### src/touch_pkg.sv
/*
 * constants shared by the touch decision logic: word width, gain deltas,
 * hysteresis, consensus count, drift defaults and on-duration timing.
 * assumes a single 100 MHz clock and one processing step per burst.
 */
package touch_pkg;

  // ************************************************************
  // word width and threshold offsets
  // ************************************************************
  localparam int unsigned SIG_W = 16;
  typedef logic [SIG_W-1:0] level_t;             // one level word

  localparam level_t GAIN_HIGH_DELTA = 16'h0006; // high gain offset
  localparam level_t GAIN_LOW_DELTA  = 16'h000C; // low gain offset
  localparam int unsigned HYST_PERCENT = 17;     // dropout share of delta
  localparam level_t HYST_HIGH = SIG_W'(GAIN_HIGH_DELTA * HYST_PERCENT / 100);
  localparam level_t HYST_LOW  = SIG_W'(GAIN_LOW_DELTA * HYST_PERCENT / 100);
  localparam level_t LEVEL_MAX = 16'hFFFF;       // saturation ceiling

  // ************************************************************
  // consensus filter
  // ************************************************************
  localparam logic [1:0] INTEG_COUNT = 2'h3;     // bursts needed
  localparam logic [1:0] INTEG_RESET = 2'h0;     // counter clear value

  // ************************************************************
  // drift defaults
  // ************************************************************
  localparam level_t DRIFT_UP_STEP   = 16'h0001; // slow upward step
  localparam level_t DRIFT_DN_STEP   = 16'h0004; // fast downward step
  localparam logic [7:0] DRIFT_INTERVAL = 8'h10; // bursts per update
  localparam level_t REF_RESET       = 16'h0000; // reference after reset

  // ************************************************************
  // on-duration timing
  // ************************************************************
  localparam longint unsigned MCLK_HZ      = 100_000_000;
  localparam longint unsigned RECAL_SHORT_S = 10;
  localparam longint unsigned RECAL_LONG_S  = 60;
  localparam longint unsigned RECAL_SHORT_CYC = RECAL_SHORT_S * MCLK_HZ;
  localparam longint unsigned RECAL_LONG_CYC  = RECAL_LONG_S * MCLK_HZ;
  localparam int unsigned TIMER_W = 33;          // holds 6e9
  typedef logic [TIMER_W-1:0] timer_t;

  // ************************************************************
  // strap decode and states
  // ************************************************************
  typedef enum logic [1:0] {MODE_DC_SHORT, MODE_DC_LONG, MODE_TOGGLE, MODE_DC_INF} out_mode_e;
  typedef enum logic [1:0] {ST_CAL, ST_TRACK, ST_DETECT} det_state_e;

endpackage : touch_pkg

### src/drift_reference.sv
/*
 * reference level keeper: loads on calibration, otherwise slews slowly
 * toward the burst signal with asymmetric steps.
 * assumes burst_valid is a one-cycle strobe with burst_signal.
 */
module drift_reference
  import touch_pkg::*;
#(
  parameter touch_pkg::level_t   UP_STEP  = touch_pkg::DRIFT_UP_STEP,
  parameter touch_pkg::level_t   DN_STEP  = touch_pkg::DRIFT_DN_STEP,
  parameter logic [7:0]          INTERVAL = touch_pkg::DRIFT_INTERVAL
) (
  // clock and reset
  input  wire logic              mclk,
  input  wire logic              rst_n,
  // burst data
  input  wire logic              burst_valid,
  input  wire touch_pkg::level_t burst_signal,
  // control
  input  wire logic              freeze,
  input  wire logic              load,
  // result
  output touch_pkg::level_t      reference
);
  import touch_pkg::*;

  logic [7:0] burst_cnt;  // bursts since last drift step
  level_t     gap_dn;     // distance when signal is below
  level_t     gap_up;     // distance when signal is above

  assign gap_dn = reference - burst_signal;
  assign gap_up = burst_signal - reference;

  // interval counter: restarts on calibration so the first step is spaced;
  // it holds while frozen, so a wrap pending at the start of a detection
  // is not lost but taken by the first tracking burst after release
  always_ff @(posedge mclk or negedge rst_n) begin
    if (!rst_n) begin
      burst_cnt <= 8'h00;
    end else if (burst_valid) begin
      if (load) begin
        burst_cnt <= 8'h00;
      end else if (!freeze) begin
        if (burst_cnt == INTERVAL - 8'h01) begin
          burst_cnt <= 8'h00;
        end else begin
          burst_cnt <= burst_cnt + 8'h01;
        end
      end
    end
  end

  // reference update; steps never overshoot the signal
  always_ff @(posedge mclk or negedge rst_n) begin
    if (!rst_n) begin
      reference <= REF_RESET;
    end else if (burst_valid) begin
      if (load) begin
        reference <= burst_signal;
      end else if (!freeze && burst_cnt == INTERVAL - 8'h01) begin
        if (burst_signal < reference) begin
          reference <= (gap_dn > DN_STEP) ? reference - DN_STEP : burst_signal;
        end else if (burst_signal > reference) begin
          reference <= (gap_up > UP_STEP) ? reference + UP_STEP : burst_signal;
        end
      end
    end
  end

endmodule : drift_reference

### src/touch_detector.sv
/*
 * touch decision logic: threshold against a drifting reference,
 * hysteresis release, three-burst consensus, max on-duration recalibration
 * and dc or toggle output.
 * assumes raw burst values arrive as a one-cycle strobe, straps are
 * static levels synchronous to mclk, and rst_n is the power-up reset.
 */
module touch_detector
  import touch_pkg::*;
#(
  parameter longint unsigned SHORT_CYC = touch_pkg::RECAL_SHORT_CYC, // 10 s of mclk
  parameter longint unsigned LONG_CYC  = touch_pkg::RECAL_LONG_CYC,  // 60 s of mclk
  parameter touch_pkg::level_t UP_STEP  = touch_pkg::DRIFT_UP_STEP,
  parameter touch_pkg::level_t DN_STEP  = touch_pkg::DRIFT_DN_STEP,
  parameter logic [7:0]        INTERVAL = touch_pkg::DRIFT_INTERVAL
) (
  // clock and reset
  input  wire logic              mclk,
  input  wire logic              rst_n,
  // straps
  input  wire logic              gain_high_strap,
  input  wire logic              mode_strap_a,
  input  wire logic              mode_strap_b,
  // burst acquisition
  input  wire logic              burst_valid,
  input  wire touch_pkg::level_t burst_signal,
  // results
  output logic                   detect_out,
  output logic                   recal_pulse,
  output touch_pkg::level_t      reference_level
);
  import touch_pkg::*;

  // ************************************************************
  // strap capture
  // ************************************************************
  logic       straps_taken;  // set once after reset release
  logic       gain_high;     // latched gain choice
  out_mode_e  out_mode;      // latched output mode

  // straps read on the first clock after power-up and never again;
  // a strap moved later has no effect until the next reset, so a
  // board that rewires straps live must also pulse rst_n
  // straps_taken also gates calibration, so a burst that lands on the
  // capture edge cannot calibrate against the wrong gain
  always_ff @(posedge mclk or negedge rst_n) begin
    if (!rst_n) begin
      straps_taken <= 1'b0;
      gain_high    <= 1'b0;
      out_mode     <= MODE_DC_SHORT;
    end else if (!straps_taken) begin
      straps_taken <= 1'b1;
      gain_high    <= gain_high_strap;
      case ({mode_strap_a, mode_strap_b})
        2'b11:   out_mode <= MODE_DC_SHORT;
        2'b10:   out_mode <= MODE_DC_LONG;
        2'b00:   out_mode <= MODE_TOGGLE;
        default: out_mode <= MODE_DC_INF;
      endcase
    end
  end

  // ************************************************************
  // threshold and release levels
  // ************************************************************
  level_t     delta;        // threshold offset
  level_t     hyst;         // dropout below threshold
  logic [SIG_W:0] thr_wide; // unsaturated threshold
  level_t     threshold;    // saturated threshold
  level_t     release_lvl;  // release when signal below this
  logic       over_thr;     // burst reaches or exceeds threshold
  logic       below_rel;    // burst far enough under threshold

  assign delta       = gain_high ? GAIN_HIGH_DELTA : GAIN_LOW_DELTA;
  assign hyst        = gain_high ? HYST_HIGH : HYST_LOW;
  assign thr_wide    = {1'b0, reference_level} + {1'b0, delta};
  // hysteresis is a floor of 17 percent of delta, so 1 count at high
  // gain and 2 counts at low gain; release compares strictly below
  // threshold - hyst, and a burst sitting exactly on that level holds
  // saturation keeps a high reference from wrapping to a tiny threshold
  assign threshold   = thr_wide[SIG_W] ? LEVEL_MAX : thr_wide[SIG_W-1:0];
  assign release_lvl = threshold - hyst;
  assign over_thr    = burst_signal >= threshold;
  assign below_rel   = burst_signal < release_lvl;

  // ************************************************************
  // detection state machine
  // ************************************************************
  det_state_e state;        // calibrate, track or detect
  logic [1:0] integ;        // consensus counter
  logic       timeout_hit;  // max on-duration reached
  logic       cal_load;     // reference takes this burst

  // calibration takes the first accepted burst after reset or after a
  // timeout; until then the reference is not trusted, so no compare is
  // made and the drift counter restarts with the load
  assign cal_load = burst_valid && state == ST_CAL && straps_taken;

  // consensus counter restarts on any burst without detection
  always_ff @(posedge mclk or negedge rst_n) begin
    if (!rst_n) begin
      integ <= INTEG_RESET;
    end else if (burst_valid) begin
      if (state != ST_TRACK || !over_thr) begin
        integ <= INTEG_RESET;
      end else if (integ == INTEG_COUNT - 2'h1) begin
        integ <= INTEG_RESET;
      end else begin
        integ <= integ + 2'h1;
      end
    end
  end

  // state: a timeout wins over a burst in the same cycle
  always_ff @(posedge mclk or negedge rst_n) begin
    if (!rst_n) begin
      state <= ST_CAL;
    end else begin
      case (state)
        ST_CAL: begin
          if (cal_load) begin
            state <= ST_TRACK;
          end
        end
        ST_TRACK: begin
          if (burst_valid && over_thr && integ == INTEG_COUNT - 2'h1) begin
            state <= ST_DETECT;
          end
        end
        ST_DETECT: begin
          if (timeout_hit) begin
            state <= ST_CAL;
          end else if (burst_valid && below_rel) begin
            state <= ST_TRACK;
          end
        end
        default: begin
          state <= ST_CAL;
        end
      endcase
    end
  end

  // ************************************************************
  // max on-duration timer
  // ************************************************************
  timer_t on_cnt;     // cycles spent in detection
  timer_t on_limit;   // selected limit
  logic   timer_on;   // limit is finite

  assign on_limit = (out_mode == MODE_DC_LONG) ? TIMER_W'(LONG_CYC) : TIMER_W'(SHORT_CYC);
  assign timer_on = out_mode != MODE_DC_INF;
  assign timeout_hit = timer_on && state == ST_DETECT && on_cnt == on_limit - TIMER_W'(1);

  // counts only while detecting; cleared otherwise
  // the counter restarts with every new detection, so a release just
  // before the limit gives the next touch the full on-duration again;
  // in the infinite mode it still runs but timeout_hit is masked
  always_ff @(posedge mclk or negedge rst_n) begin
    if (!rst_n) begin
      on_cnt <= '0;
    end else if (state == ST_DETECT && !timeout_hit) begin
      on_cnt <= on_cnt + TIMER_W'(1);
    end else begin
      on_cnt <= '0;
    end
  end

  // one-cycle marker of a timeout recalibration
  always_ff @(posedge mclk or negedge rst_n) begin
    if (!rst_n) begin
      recal_pulse <= 1'b0;
    end else begin
      recal_pulse <= timeout_hit;
    end
  end

  // ************************************************************
  // output
  // ************************************************************
  // dc follows the detection; toggle flips on each new detection and
  // keeps its state through a timeout
  // the deciding burst is recognised here from the same terms that move
  // the state, so the output changes on the very edge that enters
  // detection rather than one cycle later
  always_ff @(posedge mclk or negedge rst_n) begin
    if (!rst_n) begin
      detect_out <= 1'b0;
    end else if (out_mode == MODE_TOGGLE) begin
      if (state == ST_TRACK && burst_valid && over_thr && integ == INTEG_COUNT - 2'h1) begin
        detect_out <= !detect_out;
      end
    end else if (timeout_hit) begin
      detect_out <= 1'b0;
    end else if (state == ST_TRACK && burst_valid && over_thr && integ == INTEG_COUNT - 2'h1) begin
      detect_out <= 1'b1;
    end else if (state == ST_DETECT && burst_valid && below_rel) begin
      detect_out <= 1'b0;
    end
  end

  // ************************************************************
  // reference keeper
  // ************************************************************
  // the keeper is frozen outside tracking, which covers both the
  // calibrate wait and an active detection; its interval counter holds
  // too, so drift timing resumes where it stopped after a release
  // the deciding burst itself is still a tracking burst and may step
  // the reference on the edge that enters detection
  drift_reference #(
    .UP_STEP  (UP_STEP),
    .DN_STEP  (DN_STEP),
    .INTERVAL (INTERVAL)
  ) u_drift (
    .mclk         (mclk),
    .rst_n        (rst_n),
    .burst_valid  (burst_valid),
    .burst_signal (burst_signal),
    .freeze       (state != ST_TRACK),
    .load         (cal_load),
    .reference    (reference_level)
  );

endmodule : touch_detector

### config.mk
export PLATFORM = sky130hd
export DESIGN_NAME = touch_detector
export DESIGN_NICKNAME = d
export VERILOG_FILES = /design/src/touch_pkg.sv /design/src/drift_reference.sv /design/src/touch_detector.sv
export SDC_FILE = /design/constraint.sdc
export NUM_CORES = 1
export LEC_CHECK = 0
export ABC_CLOCK_PERIOD_IN_PS = 4800
export BUFFER_PORTS_ARGS = -buffer_cell sky130_fd_sc_hd__buf_2
export CAP_MARGIN = 15
export CORE_UTILIZATION = 45
export CTS_CLUSTER_DIAMETER = 40
export DETAILED_ROUTE_END_ITERATION = 10
export SYNTH_ARGS = -nofsm -noshare
export SYNTH_HDL_FRONTEND = slang
export SYNTH_SLANG_ARGS = --single-unit
### constraint.sdc
create_clock -name mclk -period 4.8 [get_ports mclk]
set_clock_uncertainty 0.15 [all_clocks]
set_input_delay 0.48 -clock mclk [delete_from_list [all_inputs] [get_ports mclk]]
set_output_delay 0.48 -clock mclk [all_outputs]
set_load 0.01 [all_outputs]
==> impl_results.md, run 1 <==
- First-pass GRT wire length: 35.7 mm
- Post-CTS Hold Fix Bufs: 0
- Count of endpoints failing hold in the final timing report: 0
- Endpoint of the lowest-slack register-to-register path: detect_out$_DFFE_PN0P_
- YS warnings: 0
- Synthesized area: 0.00742 mm²
- Total setup violations reported at the end of the flow: 0
- Synthesized area per cell: 7.87 µm²
- Weighted congestion reported at the end of routability-driven placement: 0.934
- Maximum achievable frequency: 215 MHz
- Initial antenna violation count: 0
- Worst slack, placed: -96.0 ps
- Peak per-stage delay on the critical path: 480 ps
- Setup TNS: 0 ps
- Number of buffers added by the clock tree synthesis step: 9
- Share of the yosys chip area belonging to registers: 22.6%
- Worst IR Drop VDD: 0.329 mV
- Die Area: 0.0170 mm²
- Worst-path cell with the longest stage delay: sky130_fd_sc_hd__or4_4
- Cell accounting for the most synthesized area: sky130_fd_sc_hd__dfrtp_1
- Net total in the final layout: 1109
- Nets in the synthesized netlist: 1041
- Most frequent cells in the layout: 102 x sky130_fd_sc_hd__nor2_1, 77 x sky130_fd_sc_hd__nand2_1, 70 x sky130_fd_sc_hd__ha_1, 65 x sky130_fd_sc_hd__dfrtp_1, 58 x sky130_fd_sc_hd__buf_4
- Fraction of final layout cells sized beyond drive strength 1: around 17%
- Leakage: 3.85 nW
- Worst-margin pin slew: 1100 ps
- Total wire length: 22.4 mm
- Count of state elements after synthesis: 67
- Cell repeated most along the worst path: sky130_fd_sc_hd__a21o_1
- Maximum number of pins on one net before global-route repair: 36
- Height of the chip: approximately 130 µm
- Leading post-synthesis cells by cell area: sky130_fd_sc_hd__dfrtp_1 23%, sky130_fd_sc_hd__ha_1 12%, sky130_fd_sc_hd__xnor2_1 5.5%
- Maximum buffer depth of the clock tree: 2
- Clock period minus final worst setup slack: roughly 4700 ps
- Iter 0 DRT Violations: around 630
- Path depth of the worst reg2reg path: 24
- WP buf/inv: 2
- Worst path required time: 4880 ps
- Worst Setup Slack, final: 150 ps
- Worst setup path category: reg2reg
- Final HPWL from detailed placement: 17.3 mm
- Top-Level Pins: 40
- Post-DR vias/cell: 5.90
- FFs w/ async S/R, synth: 100%
- Total number of clock tree sinks: 67
- Kind of cell adding the most delay to the critical path: simple AND/OR/NAND/NOR gates
- Library cell used as clock root buffer: sky130_fd_sc_hd__clkbuf_16
- Post-route antenna net violation count: 0
- Area share of the largest cell type after synthesis: approximately 23%
- Pins Over Slew Limit: 0
- Status: finished, final reports clean
- DRC violations left: 0
- H-tree depth reported by CTS: 3
- Remaining Overflow, GRT: 0
- Reg-to-Reg Start: gain_high$_DFFE_PN0N_
- Number of antenna cells inserted: 0
- Class of the tightest hold or removal check: in2async
- Final critical-path share of the clock period: 96.9%
- Launching element type of the critical path: flip-flop
- Number of distinct library cells after synthesis: 82
- Die Wd: 130 µm
- Via count of the first global-routing pass: roughly 6700
- Worst Setup End Kind: flip-flop
- Via count: 7273
- Number of violations of the max-capacitance limit: 0
- CTS clock-pin slew for the worst setup and hold paths: 60 ps
- Count of input and output buffers: 39
- Worst rel slew slack: 26.7%
- Cells along the critical path: inv_2 -> ha_4 -> o21ai_4 -> a2111oi_4 -> and3_4 -> nor2_4 -> ha_2 -> o21ai_0 -> a311oi_1 -> and3b_1 -> nor3b_4 -> nand2_2 -> buf_4 -> xnor2_1 -> ha_1 -> a21o_1 -> a21o_1 -> a21oi_1 -> nor2_1 -> or4_4 -> a21oi_4 -> nand2_1 -> a21oi_2 -> nor3_1
- Core Footprint: 0.0160 mm²
- Power density normalized to cell area: a little under 600 mW/mm²
- TritonCTS clock tree: built
- Largest fanout of any net on the critical path: 3
- Count of flip-flops with a built-in enable after synthesis: 0
- Most used DFF post-synth: sky130_fd_sc_hd__dfrtp_1
- Area growth from synthesis to layout: 15.9%
- Clock Latency Late Sink: 340 ps
- Standard-cell rows: 46
- Worst EP arrival: 4730 ps
- Starting Density: 46.4%
- Global-route usage over all layers: 27.4%
- Router iterations before antenna repair: 5
- Wire length per cell: 18.2 µm
- Most common cell after layout, fill and taps aside: sky130_fd_sc_hd__nor2_1
- Internal reg-to-reg setup slack: around 150 ps
- Count of mapped cells out of synthesis: 943
metal layers:
layer  routed length, µm  vias to the layer above  global-route usage [%]
met3                1240                       36                    4.48
met4                 452                        0                    7.84
li1                    -                     3547                       -
met5                   0                        -                       0
met2                9650                      205                    41.1
met1               11000                     3485                    40.3
kinds of logic (layout without fill, tap and decap cells):
group	Yosys count	in the layout	synth area share, %
compound gates	227	227	21.5
xor+xnor	77	77	9.09
fa+ha+maj	76	76	13.0
buf+inv	99	172	5.68
flops	67	67	22.6
mux	19	19	2.78
other cells	1	1	0.0505
simple gates	377	377	25.3
report_power, final:
part / switching, mW / internal (mW)
Clock: 0.273 / 0.405
Combinational: 2.17 / 1.46
Sequential: 0.0830 / 0.667
Total: 2.52 / 2.53
sequential cells by signal, indices dropped and copies added, names as in the netlist:
| name | flops |
|---|---|
| detect_out | 1 |
| gain_high | 1 |
| integ | 2 |
| on_cnt | 33 |
| out_mode | 2 |
| recal_pulse | 1 |
| state | 2 |
| straps_taken | 1 |
| u_drift.burst_cnt | 8 |
| u_drift.reference | 16 |
synthesized netlist by cell type, types with 4 or more instances:
library cell,instances
sky130_fd_sc_hd__nand2b_1,10
sky130_fd_sc_hd__dfrtp_1,67
sky130_fd_sc_hd__a21o_1,19
sky130_fd_sc_hd__nor2b_1,14
sky130_fd_sc_hd__or3_1,8
sky130_fd_sc_hd__clkbuf_1,29
sky130_fd_sc_hd__mux2_2,4
sky130_fd_sc_hd__nand3_1,41
sky130_fd_sc_hd__or2_2,5
sky130_fd_sc_hd__and2_1,8
sky130_fd_sc_hd__a21oi_1,50
sky130_fd_sc_hd__a221oi_1,5
sky130_fd_sc_hd__buf_6,6
sky130_fd_sc_hd__a22oi_1,4
sky130_fd_sc_hd__nor3_1,25
sky130_fd_sc_hd__o21ai_0,43
sky130_fd_sc_hd__buf_2,4
sky130_fd_sc_hd__a32oi_1,4
sky130_fd_sc_hd__o31ai_1,7
sky130_fd_sc_hd__a211o_1,7
sky130_fd_sc_hd__xor2_1,30
sky130_fd_sc_hd__mux2i_1,12
sky130_fd_sc_hd__o21a_1,12
sky130_fd_sc_hd__nand4_1,27
sky130_fd_sc_hd__a31oi_1,5
sky130_fd_sc_hd__ha_1,74
sky130_fd_sc_hd__and3_1,26
sky130_fd_sc_hd__o211ai_1,5
sky130_fd_sc_hd__o22ai_1,7
sky130_fd_sc_hd__xnor2_1,47
sky130_fd_sc_hd__nor2_1,103
sky130_fd_sc_hd__nor4_1,11
sky130_fd_sc_hd__o221ai_1,4
sky130_fd_sc_hd__inv_1,58
sky130_fd_sc_hd__a211oi_1,11
sky130_fd_sc_hd__nand2_1,78
worst max-delay path by stage:
stage / start / to / depth (start not counted)
3_3_place_gp: gain_high$_DFFE_PN0N_ / detect_out$_DFFE_PN0P_ / 23
2_1_floorplan: u_drift.reference[12]$_DFFE_PN0P_ / detect_out$_DFFE_PN0P_ / 24
6_report: gain_high$_DFFE_PN0N_ / detect_out$_DFFE_PN0P_ / 24
5_1_grt: gain_high$_DFFE_PN0N_ / detect_out$_DFFE_PN0P_ / 24
3_5_place_dp: gain_high$_DFFE_PN0N_ / detect_out$_DFFE_PN0P_ / 22
4_1_cts: u_drift.reference[1]$_DFFE_PN0P_ / detect_out$_DFFE_PN0P_ / 23
per-stage QoR:
step	std cells	hold slack [ps]	power (mW)	area, µm²	utilization [%]
floorplan	943	34.4	3.26	7460	-
global placement	1205	327	4.17	8080	50.5
detailed placement	1205	332	4.17	8080	50.5
CTS	1227	101	4.93	8500	53.1
global route	1232	155	5.46	8600	53.8
finish	1232	80.8	5.05	8600	53.8
worst register-to-register path, cell delays in order (launching register included):
cell and delay (ps):
sky130_fd_sc_hd__dfrtp_1 390, sky130_fd_sc_hd__inv_2 70, sky130_fd_sc_hd__ha_4 280, sky130_fd_sc_hd__o21ai_4 60
sky130_fd_sc_hd__a2111oi_4 360, sky130_fd_sc_hd__and3_4 270, sky130_fd_sc_hd__nor2_4 50, sky130_fd_sc_hd__ha_2 160
sky130_fd_sc_hd__o21ai_0 170, sky130_fd_sc_hd__a311oi_1 80, sky130_fd_sc_hd__and3b_1 220, sky130_fd_sc_hd__nor3b_4 160
sky130_fd_sc_hd__nand2_2 120, sky130_fd_sc_hd__buf_4 120, sky130_fd_sc_hd__xnor2_1 110, sky130_fd_sc_hd__ha_1 270
sky130_fd_sc_hd__a21o_1 170, sky130_fd_sc_hd__a21o_1 180, sky130_fd_sc_hd__a21oi_1 140, sky130_fd_sc_hd__nor2_1 50
sky130_fd_sc_hd__or4_4 480, sky130_fd_sc_hd__a21oi_4 200, sky130_fd_sc_hd__nand2_1 100, sky130_fd_sc_hd__a21oi_2 120
sky130_fd_sc_hd__nor3_1 70
final cells by class:
| type | instances | area, µm² |
|---|---|---|
| clock buffers | 9 | 225 |
| clock inverters | 7 | 76.3 |
| fillers | 1587 | 7400 |
| inverters | 59 | 221 |
| multi-input cells | 777 | 5500 |
| flip-flops and latches | 67 | 1680 |
| well taps | 216 | 270 |
| repair buffers | 97 | 631 |
what timing repair did:
item	CTS	global route
pin swaps	9	6
endpoints found under the setup margin	1	3
resized for setup	14	11
buffers inserted	6	5
(Power assumes the default switching activity.)
==> run 2: changes to the inputs <==
- ABC_CLOCK_PERIOD_IN_PS: 4800 -> 5150
- clock period: 4.8 -> 5.15 ns (I/O delays scaled with it)
==> run 2 against run 1 <==
  * First-iteration DRC count decreased by 14%
  * Die area unchanged
  * Hold slack improved by 110 ps
  * Final cell count decreased by 1.4%
  * Routed wire length decreased by 3.7%
  * Power decreased by 8.7%
  * Critical path depth unchanged
  * Clock-buffer cell count unchanged
  * Critical path type unchanged
  * Critical endpoint unchanged
==> impl_results.md, run 2 (same netlist as run 1, synthesis figures left out) <==
- Pins Over Slew Limit: 0
- Iter 0 DRT Violations: approximately 540
- Fraction of final layout cells sized beyond drive strength 1: 14.6%
- Die Wd: 130 µm
- Library cell used as clock root buffer: sky130_fd_sc_hd__clkbuf_16
- Kind of cell adding the most delay to the critical path: simple AND/OR/NAND/NOR gates
- Final critical-path share of the clock period: a little over nine tenths
- Worst hold slack across all endpoints: 193 ps
- Power density normalized to cell area: 546 mW/mm²
- TritonCTS clock tree: built
- Remaining Overflow, GRT: 0
- RSZ-0062 raised after global routing: no
- Total number of clock tree sinks: 67
- Count of input and output buffers: 39
- First-pass GRT wire length: 34.8 mm
- FF+latch area: 0.00168 mm²
- DRC violations left: 0
- Overall power of the completed layout: 4.61 mW
- WP buf/inv: 1
- Post-CTS Hold Fix Bufs: 0
- Registers with the highest flip-flop counts: on_cnt (33), u_drift.reference (16), u_drift.burst_cnt (8)
- Post-DR vias/cell: approximately 6
- Internal reg-to-reg setup slack: 280 ps
- Via count: 7164
- Final core area utilization: 52.8%
- Net total in the final layout: 1092
- Largest fanout of any net on the critical path: 3
- Worst Setup Slack, final: 275 ps
- Top-Level Pins: 40
- Worst path required time: roughly 5200 ps
- Wire length per cell: around 18 µm
- Leakage: 3.77 nW
- Worst-path cell with the longest stage delay: sky130_fd_sc_hd__or4_4
- Flip-flop count of the largest register after layout: 33
- Starting Density: a little under half
- Core Footprint: 0.0160 mm²
- Final HPWL from detailed placement: 16.8 mm
- Count of endpoints failing hold in the final timing report: 0
- Number of buffers added by the clock tree synthesis step: 9
- Die Area: 0.0170 mm²
- Most frequent cells in the layout: 102 x sky130_fd_sc_hd__nor2_1, 78 x sky130_fd_sc_hd__nand2_1, 71 x sky130_fd_sc_hd__ha_1, 67 x sky130_fd_sc_hd__dfrtp_1, 57 x sky130_fd_sc_hd__inv_1
- Post-route antenna net violation count: 0
- Class of the tightest hold or removal check: in2async
- Worst IR Drop VDD: 0.332 mV
- Peak per-stage delay on the critical path: 490 ps
- Register with the most flip-flops: on_cnt
- Worst slack, placed: -100 ps
- Total setup violations reported at the end of the flow: 0
- H-tree depth reported by CTS: 3
- Worst Setup End Kind: flip-flop
- Clock period minus final worst setup slack: just under 5000 ps
- Crit path launch: gain_high$_DFFE_PN0N_
- Area growth from synthesis to layout: 13.8%
- Standard-cell rows: 46
- Initial antenna violation count: 0
- Total wire length: about 22 mm
- Clock Latency Late Sink: 350 ps
- Launching element type of the critical path: flip-flop
- Number of antenna cells inserted: 0
- Via count of the first global-routing pass: approximately 6600
- Maximum number of pins on one net before global-route repair: 68
- Most common cell after layout, fill and taps aside: sky130_fd_sc_hd__nor2_1
- Cells along the critical path: inv_2 -> ha_4 -> o21ai_4 -> a2111oi_4 -> and3_4 -> nor2_4 -> ha_2 -> o21ai_0 -> a311oi_1 -> and3b_1 -> nor3b_2 -> nand2_1 -> nor4_4 -> and3_4 -> nand3_1 -> xnor2_1 -> ha_1 -> nand4_1 -> nor2_1 -> or4_4 -> a21oi_4 -> nand2_1 -> a21oi_2 -> nor3_1
- Number of filler instances in the final layout: ~1600
- Weighted congestion reported at the end of routability-driven placement: 0.932
- Worst rel slew slack: 26.4%
- Worst EP arrival: 4970 ps
- Height of the chip: 130 µm
- Worst setup path category: reg2reg
- CTS clock-pin slew for the worst setup and hold paths: 60 ps
- Worst-margin pin slew: 1100 ps
- Reg-to-Reg Start: gain_high$_DFFE_PN0N_
- Total area of multi-input combinational cells: 0.00546 mm²
- Global-route usage over all layers: 26.5%
- Maximum achievable frequency: 205 MHz
- Status: finished, final reports clean
- Router iterations before antenna repair: 5
- Number of violations of the max-capacitance limit: 0
- Maximum buffer depth of the clock tree: 2
==> run 2: cell count changes in the layout (fill, tap and decap cells not counted), moves of 2 or more <==
cell                      delta
sky130_fd_sc_hd__buf_4      -17
sky130_fd_sc_hd__dfrtp_1     +2
sky130_fd_sc_hd__dfrtp_2     -2
sky130_fd_sc_hd__ha_2        -2
==> run 2: power by group <==
part	internal [mW]	leakage [nW]	switching, mW
registers	0.620	0.875	0.0837
clock network	0.383	0.145	0.261
logic	1.31	2.75	1.96
==> run 2: path summary, 6_finish.rpt <==
path / to / depth (start not counted)
max: detect_out$_DFFE_PN0P_ / 24
min: on_cnt[20]$_DFF_PN0_ / 2
max reg2reg: detect_out$_DFFE_PN0P_ / 24
min reg2reg: on_cnt[0]$_DFF_PN0_ / 1
max in group asynchronous: u_drift.reference[7]$_DFFE_PN0P_ / 2
min in group mclk: gain_high$_DFFE_PN0N_ / 2
==> run 2: layer usage <==
layer  track usage, %  part of all wire, %
met1             38.9                   49
met2             39.5                   44
met3             4.15                  5.5
met4             8.59                  2.0
met5                0                    0
==> run 2: cell type report <==
type                            instances  share of cell area, %
Multi-Input combinational cell        777                   64.7
Sequential cell                        67                   19.9
Timing Repair Buffer                   80                   5.96
Tap cell                              216                   3.20
Clock buffer                            9                   2.67
Inverter                               59                   2.62
Clock inverter                          7                  0.978
==> run 2: metrics by stage <==
stage          instance area (µm²)  std cells  setup TNS [ps]
3_5_place_dp                  7960       1194            -100
6_report                      8440       1215               0
2_1_floorplan                 7420        943               0
3_3_place_gp                  7960       1194               0
4_1_cts                       8270       1210               0
5_1_grt                       8440       1215               0
==> run 2: repair_timing <==
action / CTS / global route
buffers inserted: 0 / 6
gates resized for setup: 2 / 23
pin swaps: 0 / 8
endpoints found under the setup margin: 3 / 3
